**config.mk**
```make
export PLATFORM = sky130hd
export DESIGN_NAME = fpt_transmit
export DESIGN_NICKNAME = d
export VERILOG_FILES = /design/src/verilog/fpt_pkg.sv /design/src/verilog/fpt_serializer.sv /design/src/verilog/fpt_transmit.sv
export SDC_FILE = /design/constraint.sdc
export NUM_CORES = 1
export LEC_CHECK = 0
export BUFFER_PORTS_ARGS = -buffer_cell sky130_fd_sc_hd__buf_4
export CAP_MARGIN = 20
export CORE_MARGIN = 2
export CORE_UTILIZATION = 35
export CTS_CLUSTER_DIAMETER = 200
export DETAILED_ROUTE_END_ITERATION = 16
export HOLD_SLACK_MARGIN = 0.06
export SYNTH_ARGS = -nofsm -noshare
export SYNTH_HDL_FRONTEND = slang
export SYNTH_SLANG_ARGS = --single-unit
```
**constraint.sdc**
```tcl
create_clock -name clk -period 3.36 [get_ports clk]
set_input_delay 0 -clock clk [delete_from_list [all_inputs] [get_ports clk]]
set_output_delay 0 -clock clk [all_outputs]
set_load 0.005 [all_outputs]
```
**src/verilog/fpt_pkg.sv**
```systemverilog
// constants, types and symbol coding shared by the transmit path
// How it works
// - each parallel byte is 10 bits: parity, control flag, two 4-bit symbols
// - every byte taken must carry odd parity over all ten bits
// - transmit state bit 6 switches the parity check on or off
// - a parity error sets interrupt condition bit 0 and feeds the filter
// - data nibbles map to their fixed 5-bit codes, 0 to 11110, F to 11101
// - JK becomes 11000 10001, T 01101, Reset 00111, Set 11001
// - violations inside a frame become two Halt pairs then Idle pairs
// - the smoother aims at 7 preamble Idle pairs, deleting a held Idle pair beyond 7 only while an inserted pair is held
// - a preamble of 1 to 6 Idle pairs gets one extra Idle pair inserted unless an inserted pair is still held
// - preamble counting starts on an Idle pair and stops on a JK pair
// - transmit mode bits 2:0 pick the line state that overrides the stream
// - active passes, off quiets and disables optics, others send their pairs
// - a reserved transmit mode sends Quiet pairs
// - injected pairs win over line state, filter and smoother outputs
// - injection mode picks none, one-shot, periodic or continuous
// - one-shot injects once on the nth byte after a JK
// - periodic injects repeatedly every (n+1)th position
// - continuous replaces every pair, same as periodic with n of 0
// - the injection threshold goes up to 255
// - pairs load into the shift register per byte, shift out per bit
// - mode bit 6 low sends NRZI, high sends plain NRZ
// - serial output goes to the optics, or to clock recovery in loopback
package fpt_pkg;
	// serializer framing: one pair is ten line bits
	localparam logic [3:0] BIT_LAST = 4'h9;
	// 5-bit line symbols
	localparam logic [4:0] SYM_I = 5'h1F;
	localparam logic [4:0] SYM_H = 5'h04;
	localparam logic [4:0] SYM_Q = 5'h00;
	localparam logic [4:0] SYM_J = 5'h18;
	localparam logic [4:0] SYM_K = 5'h11;
	localparam logic [4:0] SYM_T = 5'h0D;
	localparam logic [4:0] SYM_R = 5'h07;
	localparam logic [4:0] SYM_S = 5'h19;
	localparam logic [4:0] SYM_V = 5'h01;
	// nibble values carried by control bytes
	localparam logic [3:0] CN_IDLE = 4'h0;
	localparam logic [3:0] CN_HALT = 4'h1;
	localparam logic [3:0] CN_QUIET = 4'h2;
	localparam logic [3:0] CN_T0 = 4'h4;
	localparam logic [3:0] CN_T1 = 4'h5;
	localparam logic [3:0] CN_R = 4'h6;
	localparam logic [3:0] CN_S = 4'h7;
	localparam logic [3:0] CN_JK = 4'hD;
	// register byte offsets
	localparam logic [7:0] ADDR_TSR = 8'h00;
	localparam logic [7:0] ADDR_ICR = 8'h04;
	localparam logic [7:0] ADDR_INJ = 8'h08;
	localparam logic [7:0] ADDR_ISA = 8'h0C;
	localparam logic [7:0] ADDR_ISB = 8'h10;
	localparam logic [7:0] ADDR_THR = 8'h14;
	localparam logic [7:0] ADDR_MR = 8'h18;
	localparam logic [7:0] ADDR_STAT = 8'h1C;
	// field positions and masks
	localparam int TSR_PAREN_BIT = 6;
	localparam int ICR_PARERR_BIT = 0;
	localparam int MR_LOOP_BIT = 1;
	localparam int MR_NRZ_BIT = 6;
	localparam logic [7:0] TSR_MASK = 8'h47;
	localparam logic [7:0] MR_MASK = 8'h42;
	// reset values: transmitter off, everything else cleared
	localparam logic [7:0] TSR_RST = 8'h05;
	localparam logic [7:0] MR_RST = 8'h00;
	localparam logic [3:0] SMOOTH_TARGET = 4'h7;
	localparam logic [3:0] IDLE_CNT_MAX = 4'hF;

	typedef enum logic [2:0] {
		TM_ACTIVE = 3'h0,
		TM_IDLE = 3'h1,
		TM_MASTER = 3'h2,
		TM_QUIET = 3'h3,
		TM_HALT = 3'h4,
		TM_OFF = 3'h5,
		TM_RSVD6 = 3'h6,
		TM_RSVD7 = 3'h7
	} fpt_tmode_t;

	typedef enum logic [1:0] {
		INJ_NONE = 2'h0,
		INJ_ONESHOT = 2'h1,
		INJ_PERIODIC = 2'h2,
		INJ_CONT = 2'h3
	} fpt_inj_t;

	typedef enum logic [1:0] {
		RF_PASS = 2'h0,
		RF_HALT = 2'h1,
		RF_IDLE = 2'h2
	} fpt_rf_t;

	// parallel byte from the configuration switch
	typedef struct packed {
		logic parity;
		logic ctrl;
		logic [7:0] data;
	} fpt_txbyte_t;

	// one symbol pair in line code, first symbol goes out first
	typedef struct packed {
		logic [4:0] first;
		logic [4:0] second;
	} fpt_pair_t;

	localparam fpt_pair_t PAIR_II = '{first: SYM_I, second: SYM_I};
	localparam fpt_pair_t PAIR_HH = '{first: SYM_H, second: SYM_H};
	localparam fpt_pair_t PAIR_QQ = '{first: SYM_Q, second: SYM_Q};
	localparam fpt_pair_t PAIR_HQ = '{first: SYM_H, second: SYM_Q};
	localparam fpt_pair_t PAIR_JK = '{first: SYM_J, second: SYM_K};

	// data nibble to 5-bit code
	function automatic logic [4:0] enc_data(input logic [3:0] n);
		unique case (n)
			4'h0: enc_data = 5'h1E;
			4'h1: enc_data = 5'h09;
			4'h2: enc_data = 5'h14;
			4'h3: enc_data = 5'h15;
			4'h4: enc_data = 5'h0A;
			4'h5: enc_data = 5'h0B;
			4'h6: enc_data = 5'h0E;
			4'h7: enc_data = 5'h0F;
			4'h8: enc_data = 5'h12;
			4'h9: enc_data = 5'h13;
			4'hA: enc_data = 5'h16;
			4'hB: enc_data = 5'h17;
			4'hC: enc_data = 5'h1A;
			4'hD: enc_data = 5'h1B;
			4'hE: enc_data = 5'h1C;
			4'hF: enc_data = 5'h1D;
		endcase
	endfunction : enc_data

	// control nibble to 5-bit code; unknown values become violations
	function automatic logic [4:0] enc_ctrl(input logic [3:0] n);
		case (n)
			CN_IDLE: enc_ctrl = SYM_I;
			CN_HALT: enc_ctrl = SYM_H;
			CN_QUIET: enc_ctrl = SYM_Q;
			CN_T0, CN_T1: enc_ctrl = SYM_T;
			CN_R: enc_ctrl = SYM_R;
			CN_S: enc_ctrl = SYM_S;
			default: enc_ctrl = SYM_V;
		endcase
	endfunction : enc_ctrl

	// whole byte to symbol pair
	function automatic fpt_pair_t encode_byte(input fpt_txbyte_t b);
		if (!b.ctrl) begin
			encode_byte = {enc_data(b.data[7:4]), enc_data(b.data[3:0])};
		end else if (b.data[7:4] == CN_JK) begin
			encode_byte = PAIR_JK;
		end else begin
			encode_byte = {enc_ctrl(b.data[7:4]), enc_ctrl(b.data[3:0])};
		end
	endfunction : encode_byte

	function automatic logic is_idle(input fpt_pair_t p);
		is_idle = (p == PAIR_II);
	endfunction : is_idle

	function automatic logic is_jk(input fpt_pair_t p);
		is_jk = (p == PAIR_JK);
	endfunction : is_jk
endpackage : fpt_pkg

```
**src/verilog/fpt_serializer.sv**
```systemverilog
// shift register and NRZI coder that put symbol pairs onto the line
`timescale 1ns/10ps
module fpt_serializer (
	// clock, reset, enable
	input wire logic clk,
	input wire logic rst,
	input wire logic ce,
	// parallel side
	input wire logic [9:0] pairCode,
	input wire logic nrzSelect,
	output logic slotReq,
	// serial side
	output logic serialOut
);
	logic [3:0] bitCnt;
	logic [3:0] next_bitCnt;
	logic [9:0] shiftReg;
	logic [9:0] next_shiftReg;
	logic next_serialOut;

	// a new pair is asked for in the last bit time of the current one
	assign slotReq = (bitCnt == fpt_pkg::BIT_LAST);

	// load once per byte time, otherwise shift msb first
	always_comb begin
		next_bitCnt = bitCnt + 4'h1;
		next_shiftReg = {shiftReg[8:0], 1'b0};
		if (slotReq) begin
			next_bitCnt = 4'h0;
			next_shiftReg = pairCode;
		end
		if (nrzSelect) begin
			next_serialOut = shiftReg[9];
		end else begin
			next_serialOut = serialOut ^ shiftReg[9];
		end
	end

	// state freezes while ce is low
	always_ff @(posedge clk) begin
		if (rst) begin
			bitCnt <= 4'h0;
			shiftReg <= 10'h000;
			serialOut <= 1'b0;
		end else if (ce) begin
			bitCnt <= next_bitCnt;
			shiftReg <= next_shiftReg;
			serialOut <= next_serialOut;
		end
	end
endmodule : fpt_serializer

```
**src/verilog/fpt_transmit.sv**
```systemverilog
// transmit path: bus registers, encoder, filter, smoother, line state, inject
//
// Local design decisions: the AHB-Lite interface to the registers and the placing of the registers.
`timescale 1ns/10ps
module fpt_transmit (
	// clock, reset, enable
	input wire logic clk,
	input wire logic rst,
	input wire logic ce,
	// AHB-Lite slave
	input wire logic hsel,
	input wire logic [31:0] haddr,
	input wire logic [1:0] htrans,
	input wire logic hwrite,
	input wire logic [2:0] hsize,
	input wire logic [31:0] hwdata,
	input wire logic hready,
	output logic hreadyout,
	output logic hresp,
	output logic [31:0] hrdata,
	// parallel bytes from the configuration switch
	input wire fpt_pkg::fpt_txbyte_t txByte,
	input wire logic txByteValid,
	output logic txByteReady,
	// serial line
	output logic opticSerial,
	output logic opticEnable,
	output logic loopSerial
);
	// register state
	logic [7:0] transmit_state_reg;
	logic [7:0] interrupt_condition_reg;
	logic [1:0] injection_mode_select;
	logic [4:0] injection_symbol_first;
	logic [4:0] injection_symbol_second;
	logic [7:0] injection_threshold;
	logic [7:0] mode_reg;
	logic dpValid, dpWrite;
	logic [7:0] dpAddr;
	logic [7:0] next_tsr, next_icr, next_thr, next_mr;
	logic [7:0] next_dpAddr, icrClear;
	logic [1:0] next_injMode;
	logic [4:0] next_isA, next_isB;
	logic next_dpValid, next_dpWrite, addrPhase;
	logic [31:0] next_hrdata;

	// datapath state
	fpt_pkg::fpt_rf_t rfState, next_rfState;
	logic inFrame, next_inFrame, holdValid, next_holdValid;
	fpt_pkg::fpt_pair_t hold, next_hold, txCode, next_txCode;
	logic [3:0] idleCnt, next_idleCnt;
	logic oneArmed, next_oneArmed;
	logic [7:0] oneOfs, next_oneOfs, perCnt, next_perCnt;
	logic next_opticSerial, next_opticEnable, next_loopSerial;

	// combinational stream terms
	fpt_pkg::fpt_tmode_t tmode;
	fpt_pkg::fpt_inj_t injMode;
	fpt_pkg::fpt_pair_t inPair;
	fpt_pkg::fpt_pair_t filtPair;
	fpt_pkg::fpt_pair_t smoothPair;
	fpt_pkg::fpt_pair_t lsgPair;
	fpt_pkg::fpt_pair_t injPair;
	logic parErr;
	logic viol;
	logic injHit;
	logic slotReq;
	logic serialRaw;
	logic parEn;
	logic loopback;

	assign tmode = fpt_pkg::fpt_tmode_t'(transmit_state_reg[2:0]);
	assign injMode = fpt_pkg::fpt_inj_t'(injection_mode_select);
	assign parEn = transmit_state_reg[fpt_pkg::TSR_PAREN_BIT];
	assign loopback = mode_reg[fpt_pkg::MR_LOOP_BIT];
	assign injPair = {injection_symbol_first, injection_symbol_second};

	// zero-wait slave: always ready, always OKAY
	assign hreadyout = 1'b1;
	assign hresp = 1'b0;
	assign addrPhase = hsel && hready && htrans[1];
	// one byte is taken per byte slot, so the source is paced by the line
	assign txByteReady = slotReq;

	// bus registers: address phase captured, write applied in data phase
	always_comb begin
		next_tsr = transmit_state_reg;
		next_injMode = injection_mode_select;
		next_isA = injection_symbol_first;
		next_isB = injection_symbol_second;
		next_thr = injection_threshold;
		next_mr = mode_reg;
		icrClear = 8'h00;
		next_dpValid = addrPhase;
		next_dpWrite = hwrite;
		next_dpAddr = haddr[7:0];
		next_hrdata = hrdata;
		if (dpValid && dpWrite) begin
			case (dpAddr)
				fpt_pkg::ADDR_TSR: next_tsr = hwdata[7:0] & fpt_pkg::TSR_MASK;
				fpt_pkg::ADDR_ICR: icrClear = hwdata[7:0];
				fpt_pkg::ADDR_INJ: next_injMode = hwdata[1:0];
				fpt_pkg::ADDR_ISA: next_isA = hwdata[4:0];
				fpt_pkg::ADDR_ISB: next_isB = hwdata[4:0];
				fpt_pkg::ADDR_THR: next_thr = hwdata[7:0];
				fpt_pkg::ADDR_MR: next_mr = hwdata[7:0] & fpt_pkg::MR_MASK;
				default: ;
			endcase
		end
		// write-one-to-clear, but a new error in the same cycle stays set
		next_icr = interrupt_condition_reg & ~icrClear;
		if (parErr) begin
			next_icr[fpt_pkg::ICR_PARERR_BIT] = 1'b1;
		end
		if (addrPhase && !hwrite) begin
			case (haddr[7:0])
				fpt_pkg::ADDR_TSR: next_hrdata = {24'h000000, transmit_state_reg};
				fpt_pkg::ADDR_ICR:
					next_hrdata = {24'h000000, interrupt_condition_reg};
				fpt_pkg::ADDR_INJ:
					next_hrdata = {30'h0000000, injection_mode_select};
				fpt_pkg::ADDR_ISA:
					next_hrdata = {27'h000000, injection_symbol_first};
				fpt_pkg::ADDR_ISB:
					next_hrdata = {27'h000000, injection_symbol_second};
				fpt_pkg::ADDR_THR: next_hrdata = {24'h000000, injection_threshold};
				fpt_pkg::ADDR_MR: next_hrdata = {24'h000000, mode_reg};
				fpt_pkg::ADDR_STAT:
					next_hrdata = {24'h000000, inFrame, holdValid, rfState, idleCnt};
				default: next_hrdata = 32'h00000000;
			endcase
		end
	end

	always_ff @(posedge clk) begin
		if (rst) begin
			transmit_state_reg <= fpt_pkg::TSR_RST;
			interrupt_condition_reg <= 8'h00;
			injection_mode_select <= 2'h0;
			injection_symbol_first <= 5'h00;
			injection_symbol_second <= 5'h00;
			injection_threshold <= 8'h00;
			mode_reg <= fpt_pkg::MR_RST;
			dpValid <= 1'b0;
			dpWrite <= 1'b0;
			dpAddr <= 8'h00;
			hrdata <= 32'h00000000;
		end else if (ce) begin
			transmit_state_reg <= next_tsr;
			interrupt_condition_reg <= next_icr;
			injection_mode_select <= next_injMode;
			injection_symbol_first <= next_isA;
			injection_symbol_second <= next_isB;
			injection_threshold <= next_thr;
			mode_reg <= next_mr;
			dpValid <= next_dpValid;
			dpWrite <= next_dpWrite;
			dpAddr <= next_dpAddr;
			hrdata <= next_hrdata;
		end
	end

	// the whole stream advances once per byte slot
	always_comb begin
		// a missing byte is sent as an Idle pair so the line never starves
		inPair = txByteValid ? fpt_pkg::encode_byte(txByte) : fpt_pkg::PAIR_II;
		parErr = slotReq && txByteValid && parEn && !(^txByte);
		viol = parErr || inPair.first == fpt_pkg::SYM_V
			|| inPair.second == fpt_pkg::SYM_V;
		next_rfState = rfState;
		next_inFrame = inFrame;
		filtPair = inPair;
		// repeat filter
		unique case (rfState)
			fpt_pkg::RF_PASS: begin
				if (inFrame && viol) begin
					filtPair = fpt_pkg::PAIR_HH;
					next_rfState = fpt_pkg::RF_HALT;
					next_inFrame = 1'b0;
				end else if (fpt_pkg::is_jk(inPair)) begin
					next_inFrame = 1'b1;
				end else if (inPair.first == fpt_pkg::SYM_T
					|| inPair.second == fpt_pkg::SYM_T
					|| fpt_pkg::is_idle(inPair)
					|| inPair.first == fpt_pkg::SYM_H
					|| inPair.first == fpt_pkg::SYM_Q) begin
					next_inFrame = 1'b0;
				end
			end
			fpt_pkg::RF_HALT: begin
				filtPair = fpt_pkg::PAIR_HH;
				next_rfState = fpt_pkg::RF_IDLE;
			end
			fpt_pkg::RF_IDLE: begin
				if (fpt_pkg::is_jk(inPair)) begin
					next_rfState = fpt_pkg::RF_PASS;
					next_inFrame = 1'b1;
				end else begin
					filtPair = fpt_pkg::PAIR_II;
				end
			end
			default: begin
				filtPair = fpt_pkg::PAIR_II;
				next_rfState = fpt_pkg::RF_IDLE;
			end
		endcase
		// smoother: a one-pair hold gives room to extend or shrink preambles
		next_hold = hold;
		next_holdValid = holdValid;
		smoothPair = filtPair;
		if (holdValid) begin
			if (fpt_pkg::is_idle(hold) && idleCnt >= fpt_pkg::SMOOTH_TARGET) begin
				next_holdValid = 1'b0;
			end else begin
				smoothPair = hold;
				next_hold = filtPair;
			end
		end else if (fpt_pkg::is_jk(filtPair) && idleCnt != 4'h0
			&& idleCnt < fpt_pkg::SMOOTH_TARGET) begin
			smoothPair = fpt_pkg::PAIR_II;
			next_hold = filtPair;
			next_holdValid = 1'b1;
		end
		next_idleCnt = idleCnt;
		if (fpt_pkg::is_jk(smoothPair)) begin
			next_idleCnt = 4'h0;
		end else if (fpt_pkg::is_idle(smoothPair)
			&& idleCnt != fpt_pkg::IDLE_CNT_MAX) begin
			next_idleCnt = idleCnt + 4'h1;
		end
		// line state generator
		unique case (tmode)
			fpt_pkg::TM_ACTIVE: lsgPair = smoothPair;
			fpt_pkg::TM_IDLE: lsgPair = fpt_pkg::PAIR_II;
			fpt_pkg::TM_MASTER: lsgPair = fpt_pkg::PAIR_HQ;
			fpt_pkg::TM_HALT: lsgPair = fpt_pkg::PAIR_HH;
			fpt_pkg::TM_QUIET, fpt_pkg::TM_OFF: lsgPair = fpt_pkg::PAIR_QQ;
			fpt_pkg::TM_RSVD6, fpt_pkg::TM_RSVD7: lsgPair = fpt_pkg::PAIR_QQ;
		endcase
		// injection control
		injHit = 1'b0;
		next_oneArmed = oneArmed;
		next_oneOfs = oneOfs;
		next_perCnt = perCnt;
		unique case (injMode)
			fpt_pkg::INJ_NONE: ;
			fpt_pkg::INJ_ONESHOT: begin
				if (fpt_pkg::is_jk(smoothPair)) begin
					injHit = (injection_threshold == 8'h00);
					next_oneArmed = (injection_threshold != 8'h00);
					next_oneOfs = 8'h01;
				end else if (oneArmed) begin
					if (oneOfs == injection_threshold) begin
						injHit = 1'b1;
						next_oneArmed = 1'b0;
					end else begin
						next_oneOfs = oneOfs + 8'h01;
					end
				end
			end
			fpt_pkg::INJ_PERIODIC: begin
				if (perCnt == injection_threshold) begin
					injHit = 1'b1;
					next_perCnt = 8'h00;
				end else begin
					next_perCnt = perCnt + 8'h01;
				end
			end
			fpt_pkg::INJ_CONT: injHit = 1'b1;
		endcase
		next_txCode = injHit ? injPair : lsgPair;
		// optics dark when off; serial steered by loopback
		next_opticEnable = (tmode != fpt_pkg::TM_OFF);
		next_opticSerial = loopback ? 1'b0 : serialRaw;
		next_loopSerial = loopback ? serialRaw : 1'b0;
	end

	always_ff @(posedge clk) begin
		if (rst) begin
			rfState <= fpt_pkg::RF_PASS;
			inFrame <= 1'b0;
			hold <= fpt_pkg::PAIR_II;
			holdValid <= 1'b0;
			idleCnt <= 4'h0;
			oneArmed <= 1'b0;
			oneOfs <= 8'h00;
			perCnt <= 8'h00;
			txCode <= fpt_pkg::PAIR_QQ;
			opticSerial <= 1'b0;
			opticEnable <= 1'b0;
			loopSerial <= 1'b0;
		end else if (ce) begin
			if (slotReq) begin
				rfState <= next_rfState;
				inFrame <= next_inFrame;
				hold <= next_hold;
				holdValid <= next_holdValid;
				idleCnt <= next_idleCnt;
				oneArmed <= next_oneArmed;
				oneOfs <= next_oneOfs;
				perCnt <= next_perCnt;
				txCode <= next_txCode;
			end
			opticSerial <= next_opticSerial;
			opticEnable <= next_opticEnable;
			loopSerial <= next_loopSerial;
		end
	end

	// the serializer loads the pair registered at the previous slot
	fpt_serializer u_ser (
		.clk(clk),
		.rst(rst),
		.ce(ce),
		.pairCode(txCode),
		.nrzSelect(mode_reg[fpt_pkg::MR_NRZ_BIT]),
		.slotReq(slotReq),
		.serialOut(serialRaw)
	);
endmodule : fpt_transmit

```
==> out/metrics.cfg <==
[status]
status = complete, no violations

[yosys]
syn_area_sq_um = 6910
ys_warn_count = 0
synth_ff_type = dfxtp_1
syn_area_per_cell_sq_um = 8.30
ys_ff_latch = 115
synthCells = 833
yosysSeqAreaShare_pct = 33.3
postSynth.asyncResetShare_pct = 0
synth_edf_count = 0
yosysUniqueCellTypes = 85

[timing]
setup_ws_ns = 0.230
max_freq_mhz = 320
timing.final.crit_share_pct = 93.1
tns_ns = 0
worstMarginPinSlew_ns = 0.933
finalHoldViolations = 0
period_needed_ns = 3.13
setup_viol = 0
rsz0062_at_grt = no
maxSlewViolCount = 0
max_slew_margin_pct = 37.3
skew_ns = 0.00742

[layout]
top_regs = hold (10), txCode (10), u_ser.shiftReg (10)
final_cell_mix = buf_4, nor2_1, dfxtp_1, nand2_1, mux2i_1
fill_cells = 1921
diodes = 0
synthToLayoutAreaGrowth_pct = 28.0
stdcell_count = 1239
drive_gt1_share_pct = 19.9
layout_commonest_cell = buf_4
nNetsFinal = 1067

[power]
p_leak_nw = 3.54
pwr_density_cell_nw_per_um2 = 415
ir_worst_vdd_uv = 281

[place]
io_buffers = 45
gp_congestion = 0.912
dpl_worst_slack_ns = -0.140
place_inst = 1178
dpl.hpwl_mm = 13.3

[clock_tree]
clk_pin_slew_ns = 0.05
cts_tree = done
htreeDepth = 4
clk_latency_ns = 0.41
cts_made_buffers = 17
cts-root-buf = clkbuf_16
clock-sinks = 115
clockBufferDepth = 2

[floorplan]
die-width_microns = 145
core_region_area_sq_um = 19400
start_util_pct = 35.6
dieArea_sq_um = 20900
die_h_microns = 145
io_pins = 124
rows = 51

[drt]
dr.pass1.iters = 5
wl_per_cell_microns = 14.9
via_per_inst = 5.21
wirelength_mm = 18.4
vias = 6460
first_iter_violations = 372
route.detailed.drc = 0
ant_nets = 0

[grt]
first_global_vias = 6001
grt_max_degree = 74
antenna_found_initial = 0
grt.total_usage_pct = 18.4
grt_overflow_total = 0
grt_pass1_wl_mm = 30.6

[hold_path]
hp-class = primary input to register

[critical_path]
cp_slowest_stage_delay_ns = 0.39
critical_path_class = register to register
arrival_ns = 3.45
start_kind = register
crit_required_ns = 3.68
worstPathCellList = nor4bb_4 -> nand3_2 -> nor2_4 -> a41o_1 -> or2_2 -> a21oi_1 -> o2111a_2 -> nand4b_2 -> o21ai_2 -> o211ai_2 -> buf_12 -> a2111o_1 -> a311oi_2
cp-end-kind = register
slowest_stage = a2111o_1
critPathMaxFanout = 20

[job]
maxCapViolCount = 0

## final cells by class
| type | count | area (sq um) | area share (%) |
|---|---|---|---|
| Clock buffer | 20 | 457 | 5.16 |
| Clock inverter | 11 | 159 | 1.80 |
| Inverter | 29 | 109 | 1.23 |
| Multi-Input combinational cell | 647 | 4260 | 48.2 |
| Sequential cell | 115 | 2300 | 26.0 |
| Tap cell | 265 | 332 | 3.75 |
| Timing Repair Buffer | 152 | 1230 | 13.9 |
## cells in the mapped netlist (16+ instances only)
cell	count	share of area, %
buf_4	26	2.8
clkbuf_1	30	1.6
mux2i_1	48	6.9
dfxtp_1	115	33
o21ai_0	33	2.4
xor2_1	20	2.5
nor2_1	121	6.6
inv_1	29	1.6
nand2b_1	22	2.0
a211oi_1	16	1.7
a21oi_1	47	3.4
ha_1	19	3.4
nand2_1	53	2.9
a22oi_1	16	1.7
nand4_1	16	1.4
nor3_1	25	1.8
## metal layers
metal,track usage (%),vias up,wire length [microns]
li1,-,3208,-
met1,24.3,3067,8730
met2,30.1,155,8630
met3,3.08,30,682
met4,6.59,0,373
met5,0,-,0
## kinds of logic after synthesis
kind of cell | synth area share (%)
fa+ha+maj | 3.58
other cells | 0.109
xor+xnor | 4.63
mux | 7.27
compound gates | 21.4
simple gates | 22.7
flops | 33.3
buf+inv | 7.06
## what timing repair did
| item | CTS | global route |
|---|---|---|
| hold buffers | 29 | 0 |
| buffers inserted | 0 | 1 |
| resized for setup | 0 | 12 |
| endpoints found under the setup margin | 0 | 12 |
| endpoints found under the hold margin | 44 | 0 |
## worst paths after layout
kind                                            from                                      end  slack (ns)  cells after the start
max                     u_ser.bitCnt[0]$_SDFFE_PP0P_                   txCode[2]$_SDFFE_PP0P_        0.23                     13
min                                      txByteValid                     hold[4]$_SDFFE_PP1P_        0.10                      5
max reg2reg             u_ser.bitCnt[0]$_SDFFE_PP0P_                   txCode[2]$_SDFFE_PP0P_        0.23                     13
min reg2reg  interrupt_condition_reg[2]$_SDFFE_PP0P_  interrupt_condition_reg[2]$_SDFFE_PP0P_        0.45                      2
## worst max-delay path, delay by kind of cell (launching register included)
kind / cells / cell delay (ns)
compound gates: 7 / 1.48
buf+inv: 1 / 0.17
flops: 1 / 0.36
simple gates: 5 / 1.02
## stage by stage
step | utilization, % | hold slack [ns] | power [W] | area (sq um)
6_report | 45.6 | 0.100 | 0.00367 | 8850
5_1_grt | 45.6 | 0.110 | 0.00381 | 8850
4_1_cts | 45.4 | 0.0831 | 0.00369 | 8810
3_5_place_dp | 40.7 | 0.190 | 0.00179 | 7900
3_3_place_gp | 40.7 | 0.188 | 0.00179 | 7900
2_1_floorplan | - | 0.0878 | 0.00165 | 7000
## where the power goes
group | switching (W) | total (W) | internal (W)
Combinational | 0.000207 | 0.000404 | 0.000196
Sequential | 0.0000125 | 0.00140 | 0.00138
Clock | 0.000609 | 0.00188 | 0.00127
Total | 0.000829 | 0.00367 | 0.00285
No activity file was read; power rests on OpenSTA's default activity.
